### config.mk
export PLATFORM = sky130hd
export DESIGN_NAME = isac_top
export DESIGN_NICKNAME = d
export VERILOG_FILES = /design/src/rtl/isac_pkg.sv /design/src/rtl/isac_sync.sv /design/src/rtl/isac_match.sv /design/src/rtl/isac_top.sv
export SDC_FILE = /design/constraint.sdc
export NUM_CORES = 1
export LEC_CHECK = 0
export BUFFER_PORTS_ARGS = -buffer_cell sky130_fd_sc_hd__buf_2
export CELL_PAD_IN_SITES_DETAIL_PLACEMENT = 2
export CELL_PAD_IN_SITES_GLOBAL_PLACEMENT = 2
export CORE_ASPECT_RATIO = 0.7
export CORE_MARGIN = 4
export CORE_UTILIZATION = 40
export CTS_CLUSTER_SIZE = 10
export DETAILED_ROUTE_END_ITERATION = 10
export PLACE_DENSITY = 0.85
export SLEW_MARGIN = 20
export SYNTH_ARGS = -nofsm -noshare
export SYNTH_HDL_FRONTEND = slang
export SYNTH_SLANG_ARGS = --single-unit
### constraint.sdc
create_clock -name CLK -period 19.4 [get_ports CLK]
set_input_delay 1.94 -clock CLK [delete_from_list [all_inputs] [get_ports CLK]]
set_output_delay 1.94 -clock CLK [all_outputs]
set_load 0.01 [all_outputs]
### src/rtl/isac_pkg.sv
// Package: constants and carrier types for the inventory slot sequencer
package isac_pkg;
  // Clock and timing
  localparam int CLK_MHZ            = 200;
  localparam int RESP_DELAY_MIN_NS  = 318600;
  localparam int RESP_DELAY_NOM_NS  = 320900;
  localparam int RESP_DELAY_MAX_NS  = 323300;
  localparam int TOL_CARRIER        = 32;
  localparam int CARRIER_KHZ        = 13560;
  localparam int TOL_NS             = (TOL_CARRIER * 1000000) / CARRIER_KHZ;
  localparam int RESP_DELAY_CYC     = (RESP_DELAY_NOM_NS * CLK_MHZ) / 1000;
  localparam int TOL_CYC            = (TOL_NS * CLK_MHZ) / 1000;
  localparam int TAG_SOF_HI_NS      = 75520;
  localparam int TAG_SOF_LO_NS      = 302080;
  localparam int TAG_SOF_HI_CYC     = (TAG_SOF_HI_NS * CLK_MHZ) / 1000;
  localparam int TAG_SOF_LO_CYC     = (TAG_SOF_LO_NS * CLK_MHZ) / 1000;
  localparam int CNT_W              = 17;

  // Slot geometry
  localparam int SLOTS_MULTI        = 16;
  localparam int SLOTS_SINGLE       = 1;
  localparam int SLOT_W_MULTI       = 4;
  localparam int UID_W              = 64;
  localparam int MASK_W             = 64;
  localparam int MLEN_W             = 8;

  // Link event codes
  localparam logic [1:0] EV_NONE    = 2'h0;
  localparam logic [1:0] EV_SOF     = 2'h1;
  localparam logic [1:0] EV_EOF     = 2'h2;

  // APB map
  localparam logic [7:0] ADDR_CTRL    = 8'h00;
  localparam logic [7:0] ADDR_STATUS  = 8'h04;
  localparam logic [7:0] ADDR_UID_LO  = 8'h08;
  localparam logic [7:0] ADDR_UID_HI  = 8'h0C;
  localparam logic [7:0] ADDR_IDENT   = 8'h10;
  localparam logic [31:0] IDENT_VALUE = 32'h0000A5C3; // arbitrary value
  localparam int CTRL_HIGH_RATE     = 0;
  localparam int CTRL_QUIET         = 1;
  localparam int CTRL_ARMED         = 2;
  localparam logic [31:0] CTRL_RESET = 32'h00000001;

  // Decoded inventory request from the front end
  typedef struct packed {
    logic                 single_slot_select;
    logic                 family_field_present;
    logic [7:0]           application_family_id;
    logic                 initiated;
    logic                 fast;
    logic                 crc_error;
    logic [MLEN_W-1:0]    mask_len;
    logic [MASK_W-1:0]    mask;
  } isac_req_t;

  // Reply launch request to the transmitter
  typedef struct packed {
    logic       start;
    logic       fast;
    logic       high_rate;
  } isac_reply_t;
endpackage : isac_pkg

### src/rtl/isac_sync.sv
// Two-flop synchroniser with rising-edge detect on the second stage
`timescale 1ns/1ps
module isac_sync (
  // Clock and reset
  input  wire logic CLK,
  input  wire logic SYS_RST,
  // Async in, synced out
  input  wire logic din,
  output logic      dout,
  output logic      rise
);
  logic s1;
  logic s2;
  logic s3;
  logic next_s1;
  logic next_s2;
  logic next_s3;

  always_comb begin
    next_s1 = din;
    next_s2 = s1;
    next_s3 = s2;
  end

  always_ff @(posedge CLK or posedge SYS_RST) begin
    if (SYS_RST) begin
      s1 <= 1'b0;
      s2 <= 1'b0;
      s3 <= 1'b0;
    end else begin
      s1 <= next_s1;
      s2 <= next_s2;
      s3 <= next_s3;
    end
  end

  assign dout = s2;
  assign rise = s2 & ~s3;
endmodule : isac_sync

### src/rtl/isac_match.sv
// Slot match: low UID bits against slot index above the mask
`timescale 1ns/1ps
module isac_match
  import isac_pkg::*;
(
  // Operands
  input  wire logic [UID_W-1:0]  uid,
  input  wire logic [MASK_W-1:0] mask,
  input  wire logic [MLEN_W-1:0] mask_len,
  input  wire logic [3:0]        slot_index,
  input  wire logic [2:0]        slot_index_width,
  // Result
  output logic                   hit
);
  logic [UID_W-1:0] ref_val;
  logic [UID_W-1:0] cmp_mask;
  logic [7:0]       total;
  logic [UID_W-1:0] ones;
  logic [UID_W-1:0] mmask;

  always_comb begin
    ones     = {UID_W{1'b1}};
    total    = mask_len + {5'h00, slot_index_width};
    mmask    = (mask_len >= 8'h40) ? ones : ~(ones << mask_len);
    cmp_mask = (total >= 8'h40) ? ones : ~(ones << total);
    ref_val  = (mask & mmask) | ({60'h0, slot_index} << mask_len);
    hit      = ((uid ^ ref_val) & cmp_mask) == {UID_W{1'b0}};
  end
endmodule : isac_match

### src/rtl/isac_top.sv
// Inventory anticollision slot sequencer with APB control registers
`timescale 1ns/1ps
module isac_top
  import isac_pkg::*;
(
  // Clock and reset
  input  wire logic                CLK,
  input  wire logic                SYS_RST,
  // APB slave
  input  wire logic                PSEL,
  input  wire logic                PENABLE,
  input  wire logic                PWRITE,
  input  wire logic [7:0]          PADDR,
  input  wire logic [31:0]         PWDATA,
  output logic      [31:0]         PRDATA,
  output logic                     PREADY,
  output logic                     PSLVERR,
  // Link delimiters from the demodulator (async)
  input  wire logic                LINK_SOF,
  input  wire logic                LINK_EOF,
  // Decoded inventory request, valid with REQ_VALID
  input  wire logic                REQ_VALID,
  input  wire isac_pkg::isac_req_t REQ,
  // Reply launch to transmitter
  output isac_pkg::isac_reply_t    REPLY,
  output logic      [3:0]          SLOT_INDEX,
  output logic                     SEQ_ACTIVE
);
  import isac_pkg::*;

  typedef enum logic [1:0] {
    ST_IDLE  = 2'b00,
    ST_WAIT  = 2'b01,
    ST_SLOT  = 2'b10,
    ST_DONE  = 2'b11
  } isac_state_t;

  isac_state_t      state;
  isac_state_t      next_state;
  logic [3:0]       slot_index;
  logic [3:0]       next_slot_index;
  logic [4:0]       slot_total;
  logic [4:0]       next_slot_total;
  logic [2:0]       slot_index_width;
  logic [2:0]       next_slot_index_width;
  logic [CNT_W-1:0] cnt;
  logic [CNT_W-1:0] next_cnt;
  logic             pend_req;
  logic             next_pend_req;
  isac_req_t        req;
  isac_req_t        next_req;
  isac_reply_t      reply;
  isac_reply_t      next_reply;
  logic [31:0]      ctrl;
  logic [31:0]      next_ctrl;
  logic [31:0]      uid_lo;
  logic [31:0]      next_uid_lo;
  logic [31:0]      uid_hi;
  logic [31:0]      next_uid_hi;
  logic [31:0]      prdata;
  logic [31:0]      next_prdata;
  logic             pready;
  logic             next_pready;
  logic             pslverr;
  logic             next_pslverr;
  logic [7:0]       slot_count;
  logic [7:0]       next_slot_count;
  logic             sof_rise;
  logic             eof_rise;
  logic             hit;

  // Delimiters cross in from the link
  isac_sync u_sof (
    .CLK     (CLK),
    .SYS_RST (SYS_RST),
    .din     (LINK_SOF),
    .dout    (),
    .rise    (sof_rise)
  );

  isac_sync u_eof (
    .CLK     (CLK),
    .SYS_RST (SYS_RST),
    .din     (LINK_EOF),
    .dout    (),
    .rise    (eof_rise)
  );

  isac_match u_match (
    .uid              ({uid_hi, uid_lo}),
    .mask             (req.mask),
    .mask_len         (req.mask_len),
    .slot_index       (slot_index),
    .slot_index_width (slot_index_width),
    .hit              (hit)
  );

  logic accept;
  logic apb_wr;
  logic apb_rd;

  always_comb begin
    accept = pend_req & ~ctrl[CTRL_QUIET] & ~req.crc_error;
    if (req.initiated && !ctrl[CTRL_ARMED]) begin
      accept = 1'b0;
    end
  end

  // Sequencer
  always_comb begin
    next_state            = state;
    next_slot_index       = slot_index;
    next_slot_total       = slot_total;
    next_slot_index_width = slot_index_width;
    next_cnt              = cnt;
    next_pend_req         = pend_req;
    next_req              = req;
    next_reply            = '0;
    next_reply.high_rate  = ctrl[CTRL_HIGH_RATE];
    next_reply.fast       = req.fast;
    next_slot_count       = slot_count;
    // family byte captured by front end when flagged
    if (REQ_VALID) begin
      next_req      = REQ;
      next_pend_req = 1'b1;
      if (!REQ.family_field_present) begin
        next_req.application_family_id = 8'h00;
      end
    end
    case (state)
      ST_IDLE: begin
        if (eof_rise && pend_req) begin
          next_pend_req = 1'b0;
          if (accept) begin
            next_slot_index = 4'h0;
            if (req.single_slot_select) begin
              next_slot_total       = 5'(SLOTS_SINGLE);
              next_slot_index_width = 3'h0;
            end else begin
              next_slot_total       = 5'(SLOTS_MULTI);
              next_slot_index_width = 3'(SLOT_W_MULTI);
            end
            next_cnt   = '0;
            next_state = ST_WAIT;
          end
        end
      end
      ST_WAIT: begin
        // nominal count only, no upper-bound check
        if (sof_rise) begin
          next_state = ST_IDLE;
        end else if (cnt == CNT_W'(RESP_DELAY_CYC - 1)) begin
          next_reply.start = hit & ~req.crc_error;
          next_slot_count  = slot_count + 8'h01;
          next_state       = ST_SLOT;
        end else begin
          next_cnt = cnt + CNT_W'(1);
        end
      end
      ST_SLOT: begin
        if (sof_rise) begin
          next_state = ST_IDLE;
        end else if (eof_rise) begin
          if ({1'b0, slot_index} < slot_total - 5'h01) begin
            next_slot_index = slot_index + 4'h1;
            next_cnt        = '0;
            next_state      = ST_WAIT;
          end else begin
            next_state = ST_DONE;
          end
        end
      end
      ST_DONE: begin
        if (sof_rise) begin
          next_state = ST_IDLE;
        end
      end
      default: begin
        next_state = ST_IDLE;
      end
    endcase
    next_reply.high_rate = ctrl[CTRL_HIGH_RATE] | req.fast;
  end

  always_ff @(posedge CLK or posedge SYS_RST) begin
    if (SYS_RST) begin
      state            <= ST_IDLE;
      slot_index       <= 4'h0;
      slot_total       <= 5'h10;
      slot_index_width <= 3'h4;
      cnt              <= '0;
      pend_req         <= 1'b0;
      req              <= '0;
      reply            <= '0;
      slot_count       <= 8'h00;
    end else begin
      state            <= next_state;
      slot_index       <= next_slot_index;
      slot_total       <= next_slot_total;
      slot_index_width <= next_slot_index_width;
      cnt              <= next_cnt;
      pend_req         <= next_pend_req;
      req              <= next_req;
      reply            <= next_reply;
      slot_count       <= next_slot_count;
    end
  end

  // APB register file
  always_comb begin
    apb_wr       = PSEL & PENABLE & PWRITE;
    apb_rd       = PSEL & ~PENABLE & ~PWRITE;
    next_ctrl    = ctrl;
    next_uid_lo  = uid_lo;
    next_uid_hi  = uid_hi;
    next_prdata  = prdata;
    next_pready  = PSEL & ~PENABLE;
    next_pslverr = 1'b0;
    if (apb_wr && pready) begin
      case (PADDR)
        ADDR_CTRL:   next_ctrl   = PWDATA & 32'h00000007;
        ADDR_UID_LO: next_uid_lo = PWDATA;
        ADDR_UID_HI: next_uid_hi = PWDATA;
        default:     next_ctrl   = ctrl;
      endcase
    end
    if (PSEL && !PENABLE) begin
      case (PADDR)
        ADDR_CTRL:   next_prdata = ctrl;
        ADDR_STATUS: next_prdata = {16'h0000, slot_count, 2'h0, state, slot_index};
        ADDR_UID_LO: next_prdata = uid_lo;
        ADDR_UID_HI: next_prdata = uid_hi;
        ADDR_IDENT:  next_prdata = IDENT_VALUE;
        default:     next_prdata = 32'h00000000;
      endcase
      if (PADDR != ADDR_CTRL && PADDR != ADDR_STATUS && PADDR != ADDR_UID_LO &&
          PADDR != ADDR_UID_HI && PADDR != ADDR_IDENT) begin
        next_pslverr = 1'b1;
      end
      if (apb_rd) begin
        next_pready = 1'b1;
      end
    end else if (PSEL && PENABLE) begin
      next_pready = 1'b0;
    end
  end

  always_ff @(posedge CLK or posedge SYS_RST) begin
    if (SYS_RST) begin
      ctrl    <= CTRL_RESET;
      uid_lo  <= 32'h00000000;
      uid_hi  <= 32'h00000000;
      prdata  <= 32'h00000000;
      pready  <= 1'b0;
      pslverr <= 1'b0;
    end else begin
      ctrl    <= next_ctrl;
      uid_lo  <= next_uid_lo;
      uid_hi  <= next_uid_hi;
      prdata  <= next_prdata;
      pready  <= next_pready;
      pslverr <= next_pslverr;
    end
  end

  logic seq_active;
  always_ff @(posedge CLK or posedge SYS_RST) begin
    if (SYS_RST) begin
      seq_active <= 1'b0;
    end else begin
      seq_active <= (next_state == ST_WAIT) || (next_state == ST_SLOT);
    end
  end

  assign PRDATA     = prdata;
  assign PREADY     = pready;
  assign PSLVERR    = pslverr;
  assign REPLY      = reply;
  assign SLOT_INDEX = slot_index;
  assign SEQ_ACTIVE = seq_active;
endmodule : isac_top

## Word-level counts from Yosys, hierarchy flattened

Cells that the tools add are included.

- Register bits after elaboration: 227
- Input bits: 133

- Multiplexer cells: 40
- Shift-type cells: 3
- Bitwise logic cells: 23
- Reduce and logical (&&, ||, !) cells: 25
- Equality and inequality tests: 21
- $lt $le $gt $ge: 3
- Add/sub/neg operators: 5

Operator list:

| cell | number |
|---|---|
| $pmux 32 s5 | 1 |
| $and 64x64->64 | 2 |
| $mux 64 | 2 |
| $not 64->64 | 2 |
| $shl 64x8->64 const A | 2 |
| $mux 17 | 7 |
| $logic_not 64->1 | 1 |
| $or 64x64->64 | 1 |
| $shl 4x8->64 | 1 |
| $xor 64x64->64 | 1 |
| $pmux 17 s3 | 1 |
| $mux 4 | 5 |
| $add 17x1->17 const B | 1 |
| $eq 17x16->1 const B | 1 |
| $eq 8x4->1 const B | 2 |
| $ge 8x7->1 const B | 2 |
| $mux 2 | 8 |
| $ne 8x4->1 const B | 2 |
| $ne 2x2->1 const B | 7 |
| $mux 1 | 12 |
| $and 1x1->1 | 9 |
| $logic_and 1x1->1 | 9 |
| $add 8x1->8 const B | 1 |
| $add 8x3->8 | 1 |
| 26 further kinds | 39 |

## Logic depth before layout (Yosys ltp)

Gate-level depths: netlist of the first run.

- Depth in word-level cells: 12
- Mapped depth: 13
- Depth with buffers taken out: 11

## Cells and area by module

Synthesis of the first run repeated with hierarchy kept, for this count alone.

- Cell total of the unflattened synthesis: 1334
- Area, all modules: 13146.4 um2

By module, submodules not included:

| module | cells an instance | times used | area each (um2) | seq. area each (um2) |
|---|---|---|---|---|
| isac_top | 725 | 1 | 9106.2 | 5382.7 |
| isac_match | 599 | 1 | 3854.9 | 0.0 |
| isac_sync | 5 | 2 | 92.6 | 75.1 |

## Worst setup path after synthesis of the first run

No wires, ideal clock.

- Path type: input to register
- Start point: in PADDR[1]
- End point: reg uid_hi[20]
- Required time: 19275 ps
- Path slack: 15069 ps
- Library setup time: 125 ps
- Cell stages on the path: 9
- Data arrival time: 4206 ps
- Cell sequence: or4_1 -> or2_2 -> nor2_1 -> and3_1 -> buf_2 -> nor2b_1 -> buf_2 -> buf_2 -> mux2_2

- Cells in the longest elaborated chain, start to end: 2

Ends and longest elaborated chain:

| element | line | RTL |
|---|---|---|
| from (decl) | isac_top.sv:13 | `input wire logic [7:0] PADDR,` |
| $eq 8x4->1 | isac_top.sv:220 | `case (PADDR)` |
| $reduce_and 2->1 (no line) | n/a |  |
| to (signal assigned) | isac_top.sv:259 | `uid_hi <= next_uid_hi;` |
| to (decl) | isac_top.sv:58 | `logic [31:0] uid_hi;` |

No other way between the ends.
A chain may end at the register's enable or synchronous reset.

## Worst setup path after layout of the first run

Ends and elaborated chain as after synthesis.

==> results of run 1 <==
[logic make-up (layout without fill, tap and decap cells)]
kind of cell	after synthesis	after routing
AO/OA/AOI/OAI	324	324
XOR/XNOR	83	83
AND/OR/NAND/NOR	333	333
multiplexers	162	162
flip-flops	221	221
adder cells (fa/ha/maj)	8	8
buffers and inverters	105	241
[metal layers]
layer  global-route usage, %  up-vias  wire [µm]  part of all wire (%)
li1                        -     4822          -                     -
met4                   9.026        6       1776                   3.3
met1                   41.90     5919      22700                    43
met3                   7.026      110       4376                   8.2
met5                   1.250        -         91                  0.17
met2                   48.00      538      24210                    46
[critical path: stages]
cell and delay [ns]:
buf_2 0.09, or4_1 0.56, or2_2 0.34, nor2_1 0.42, and3_1 0.80, nor2b_2 0.28, buf_4 0.45, mux2_2 0.40
[worst max path at each step]
stage / cells past startpoint / slack (ns) / startpoint / end
2_1_floorplan: 1 / 11.41 / SYS_RST / PRDATA[0]
4_1_cts: 8 / 14.60 / PADDR[1] / uid_hi[17]
3_3_place_gp: 8 / 14.18 / PADDR[1] / uid_hi[16]
3_5_place_dp: 8 / 14.06 / PADDR[1] / uid_hi[20]
6_report: 8 / 14.51 / PADDR[1] / uid_hi[20]
5_1_grt: 8 / 14.35 / PADDR[1] / uid_hi[17]
[metrics by stage]
step	util (%)	cells	setup WS [ns]
finish	46.50	1792	14.51
floorplan	-	1236	11.41
global route	46.50	1792	14.35
detailed placement	44.13	1753	14.06
global placement	44.13	1753	14.18
CTS	46.48	1792	14.60
[cell type report]
cell class	count	area, µm²	share of cell area (%)
clock buffer	37	691.9	4.787
clock inverter	2	37.54	0.2597
inverter	18	75.07	0.5194
multi-input combinational	910	6615	45.77
sequential	221	5533	38.28
tap	420	525.5	3.636
timing repair buffer	184	974.7	6.744
[cell usage in the layout, fill, tap and decap left out, drive strengths merged, types with 11 or more instances in the layout]
cell type / count
dfrtp: 219
buf: 184
mux2: 152
o21ai: 103
nand2: 92
a22oi: 71
nor2: 61
xnor2: 59
a21oi: 40
clkbuf: 37
xor2: 24
nor3: 24
nand3: 21
nand4: 20
nand2b: 19
o31ai: 17
inv: 16
a32oi: 15
nor4: 14
and3: 12
or3: 11
[state kept, by name, indices dropped and copies added, names as in the netlist, 2 cells and up]
| name | flops |
|---|---|
| uid_lo | 32 |
| cnt | 17 |
| SLOT_INDEX | 4 |
| ctrl | 3 |
| req | 75 |
| PRDATA | 32 |
| state | 2 |
| slot_count | 8 |
| slot_total | 2 |
| REPLY | 3 |
| uid_hi | 32 |
[where the power goes]
part           switching [mW]  total (mW)  internal [mW]
Sequential             0.0281       0.511          0.483
Clock                   0.199       0.445          0.246
Combinational           0.162       0.245         0.0831
Total                   0.390        1.20          0.812
==> impl_results.md, run 1 <==
- Worst Path Arrival: 5.31 ns
- Setup Fix Bufs, Post-CTS: 0
- Hold path start: u_eof.next_s2
- Hold WS: 0.3479 ns
- DP Area: ~14000 µm²
- Worst setup EP type: flip-flop
- Post-Syn Area: approximately 13000 µm²
- Root Buffer: clkbuf_16
- Total Routing Usage GR: 30.41%
- Largest family of logic cells by synthesized area: compound AO/OA/AOI/OAI gates
- Least-Margin Pin Slew: 1.163 ns
- Share of the synthesized area in the top cell type: a little over two fifths
- List of most frequent post-synthesis cells: dfrtp_1 (219), mux2_2 (140), o21ai_0 (100), nand2_1 (92), a22oi_1 (70)
- Grt total ovfl: 0
- Hold Path Depth: 0
- Largest net degree at the start of global routing: 80
- Area growth from synthesis to layout: 14.84%
- Slew HR: a little over a fifth
- Remaining DRCs: 0
- Mux share of post-synthesis cell area: between 10% and 20%
- DR vias: between 10000 and 15000
- Synthesized area per cell: between 10 and 15 µm²
- Post-Synth XOR/XNOR Area: under 10%
- Synth area leader: dfrtp_1
- R2R Setup Slk: 14.92 ns
- Fraction of layout cells with a size suffix above 1: ~28%
- Total Die Area: approximately 34000 µm²
- Async S/R FF share, synth: 100.0%
- CTS tree: built
- Reg2reg start: req[69]
- Core area: between 30000 and 40000 µm²
- Worst endpoint required time: about 20 ns
- Final Power: around 1.2 mW
- Initial Util: 40.49%
- Synth Flop Type: dfrtp_1
- Worst-Skew Late Latency: 0.57 ns
- Max VDD drop: 0.00006105 V
- Post-Synth Simple-Gate Area: between 10% and 20%
- Worst setup SP type: input pin
- Hold Buf Count CTS: 0
- Initial antenna violation count: 2
- Final-stage net count: ~1500
- Max Freq: 204.7 MHz
- Worst Skew: about 0.028 ns
- ANT nets after route: 0
- Reg2reg end: REPLY[2]
- Yosys cell types: 85
- Status: complete, no violations
- Fillers: 3289
- Leakage: about 6.3 nW
- Routed len/inst: a little under 30 µm
- Deepest clock path buffer count: 3
- Cell Pwr Density: 83.15 nW/µm²
- Setup Crit Path Kind: input pin to flip-flop
- RSZ-0062 raised after global routing: false
- Synthesized flop and latch total: approximately 220
- Syn. warnings: 0
- Reg clk slew, reported paths: roughly 0.06 ns
- FP Rows: between 50 and 60
- First-pass GRT wire length: a little under 80000 µm
- Vias in the first global route: between 10000 and 15000
- TNS Setup: 0 ns
- TritonCTS buffer count: 26
- Routability Congestion: roughly 0.94
- Post_cts resized: 0
- Worst hold path class: flip-flop to flip-flop
- Diode count: 0
- Cells after Synth: about 1200
- I/O Pins: about 180
- Routed wire length: ~53000 µm
- Clock sinks: 221
- Top post-synthesis cells by area: dfrtp_1 (44%), mux2_2 (13%), a22oi_1 (4.2%)
- Worst-path fanout max: 32
- Hold Path End: u_eof.dout
- Die W: 220 µm
- # setup viols final: 0
- Port-buffer cells: roughly 170
- Final hold vios: 0
- Period minus WS final: about 5 ns
- Top-count cell post-synth: dfrtp_1
- Final slew viol count: 0
- CTS HTree Levels: 1
- R2r worst-path depth: 9
- Iter 0 DRT Violations: 1353
- Tcrit/Tclk final: 25.18%
- Number of enable flip-flop cells after synthesis: 0
- Design area: roughly 14000 µm²
- Post-synthesis adder-cell area fraction: 0.7954%
- Detailed Routing Iterations Pass 1: 5
- Die Span Y: ~160 µm
- DP HPWL: around 38000 µm
- Syn_nets: 1377
- Post-synthesis sequential area ratio: a little over two fifths
- MaxCap Viol Count: 0
- Vias per inst: 6.359
- Compound-Gate Fraction of Synth Area: approximately 17%
(Power assumes the default switching activity.)
==> run 2: changes to the inputs <==
CORE_UTILIZATION = 37   (was 40)
PLACE_DENSITY = 0.79   (was 0.85)
clock period = 4.67 ns   (was 19.4 ns; I/O delays follow)
==> impl_results.md, run 2 (synthesized netlist as in run 1, its figures left out) <==
- Status: complete, no violations
- DP Area: 13890 µm²
- First-pass GRT wire length: around 77000 µm
- Final slew viol count: 0
- Grt total ovfl: 0
- Reg2reg end: REPLY[2]
- Slew HR: 27.20%
- Initial antenna violation count: 1
- Cell Pwr Density: around 350 nW/µm²
- TritonCTS buffer count: 26
- Worst setup EP type: flip-flop
- Period minus WS final: about 3.8 ns
- # setup viols final: 0
- FP Rows: 56
- Fraction of layout cells with a size suffix above 1: between 20% and 30%
- Worst setup SP type: flip-flop
- DP HPWL: about 39000 µm
- MaxCap Viol Count: 0
- Diode count: 0
- Largest net degree at the start of global routing: approximately 130
- Remaining DRCs: 0
- Vias in the first global route: roughly 12000
- Worst endpoint required time: slightly above 5 ns
- DR vias: ~11000
- Reg2reg start: slot_total[4]
- Final-stage net count: roughly 1500
- Biggest register: req
- Dpl ws: 0.9899 ns
- Tcrit/Tclk final: approximately 82%
- Routed wire length: ~50000 µm
- Port-buffer cells: between 150 and 200
- Deepest clock path buffer count: 3
- Least-Margin Pin Slew: between 1 and 1.5 ns
- RSZ-0062 raised after global routing: false
- Detailed Routing Iterations Pass 1: 5
- Max Freq: between 200 and 300 MHz
- ANT nets after route: 0
- Reg clk slew, reported paths: 0.06 ns
- Commonest cells after routing, fill and taps aside: dfrtp_1 (219), buf_2 (164), mux2_2 (140), o21ai_0 (98), nand2_1 (92)
- Routed len/inst: 27.94 µm
- CTS tree: built
- I/O Pins: between 150 and 200
- R2R Setup Slk: 0.86 ns
- Design area: around 15000 µm²
- Initial Util: between 30% and 40%
- TNS Setup: 0 ns
- Total Die Area: approximately 37000 µm²
- Die W: roughly 230 µm
- CTS HTree Levels: 1
- Setup Fix Bufs, Post-CTS: 0
- Area growth from synthesis to layout: 16.75%
- Leakage: around 6.4 nW
- Core area: ~33000 µm²
- Die Span Y: roughly 160 µm
- Worst Path Arrival: 4.26 ns
- Worst Skew: roughly 0.014 ns
- Commonest non-fill, non-tap cell in the layout: dfrtp_1
- Clock sinks: about 220
- Root Buffer: clkbuf_16
- Routability Congestion: a little under 1
- Vias per inst: 6.048
- Total Routing Usage GR: a little over a quarter
- Setup slack after layout: around 0.86 ns
- Iter 0 DRT Violations: 954
- Setup Crit Path Kind: flip-flop to flip-flop
- Worst-path fanout max: 10
- Worst hold path class: input pin to async pin
- R2r worst-path depth: 11
- Final hold vios: 0
- Max reg flops: 75
- Worst-Skew Late Latency: between 0.5 and 0.6 ns
- Max VDD drop: about 0.00031 V
==> run 2: worst max-delay path, cell delays in order (launching register included) <==
cell	delay (ns)
dfstp_2	0.56
ha_1	0.28
ha_1	0.44
and3_1	0.26
nand2_1	0.08
o22ai_1	0.40
nand2_1	0.36
a32oi_1	0.46
nand4_1	0.20
a2111oi_2	0.34
nand4_1	0.15
nor4_2	0.18
==> run 2: how the worst max path moves through the flow <==
stage / start / endpoint / slack, ns
floorplan: SYS_RST / PRDATA[0] / 1.32
global placement: req[65] / REPLY[2] / 1.14
detailed placement: req[71] / REPLY[2] / 0.99
CTS: req[71] / REPLY[2] / 0.98
global route: slot_total[4] / REPLY[2] / 0.61
finish: slot_total[4] / REPLY[2] / 0.86
==> run 2: power breakdown <==
part	total (mW)	switching (mW)	internal, mW
combinational	1.04	0.673	0.364
clock	1.94	0.838	1.10
sequential	2.12	0.118	2.01
==> run 2: final cells by class <==
| cell class | instances | area (µm²) |
|---|---|---|
| fillers | 3627 | 18800 |
| multi-input cells | 910 | 6613 |
| flip-flops and latches | 221 | 5533 |
| repair buffers | 205 | 1146 |
| clock buffers | 47 | 769.5 |
| well taps | 435 | 544.3 |
| inverters | 18 | 71.32 |
| clock inverters | 1 | 16.27 |
==> run 2: repair_timing <==
item | CTS | global route
hold buffers | 2 | 0
resized for setup | 0 | 0
endpoints found under the setup margin | 0 | 0
hold endpoints to repair | 2 | 0
==> run 2: stage by stage <==
stage / util (%) / hold slack (ns) / total power [mW] / instances
5_1_grt: 43.87 / 0.05047 / 5.323 / 1837
3_3_place_gp: 41.46 / 0.3320 / 3.124 / 1787
2_1_floorplan: - / 0.3312 / 2.735 / 1236
4_1_cts: 43.87 / 0.02280 / 5.128 / 1837
6_report: 43.87 / 0.01082 / 5.104 / 1837
3_5_place_dp: 41.46 / 0.3402 / 3.157 / 1787
==> run 2: metal layers <==
metal / up-vias / GRT usage, % / part of all wire [%]
met2: 401 / 42.02 / 44
met3: 74 / 7.153 / 7.8
met5: - / 0 / 0.025
met1: 5758 / 38.87 / 46
met4: 2 / 5.562 / 2.3
li1: 4876 / - / -
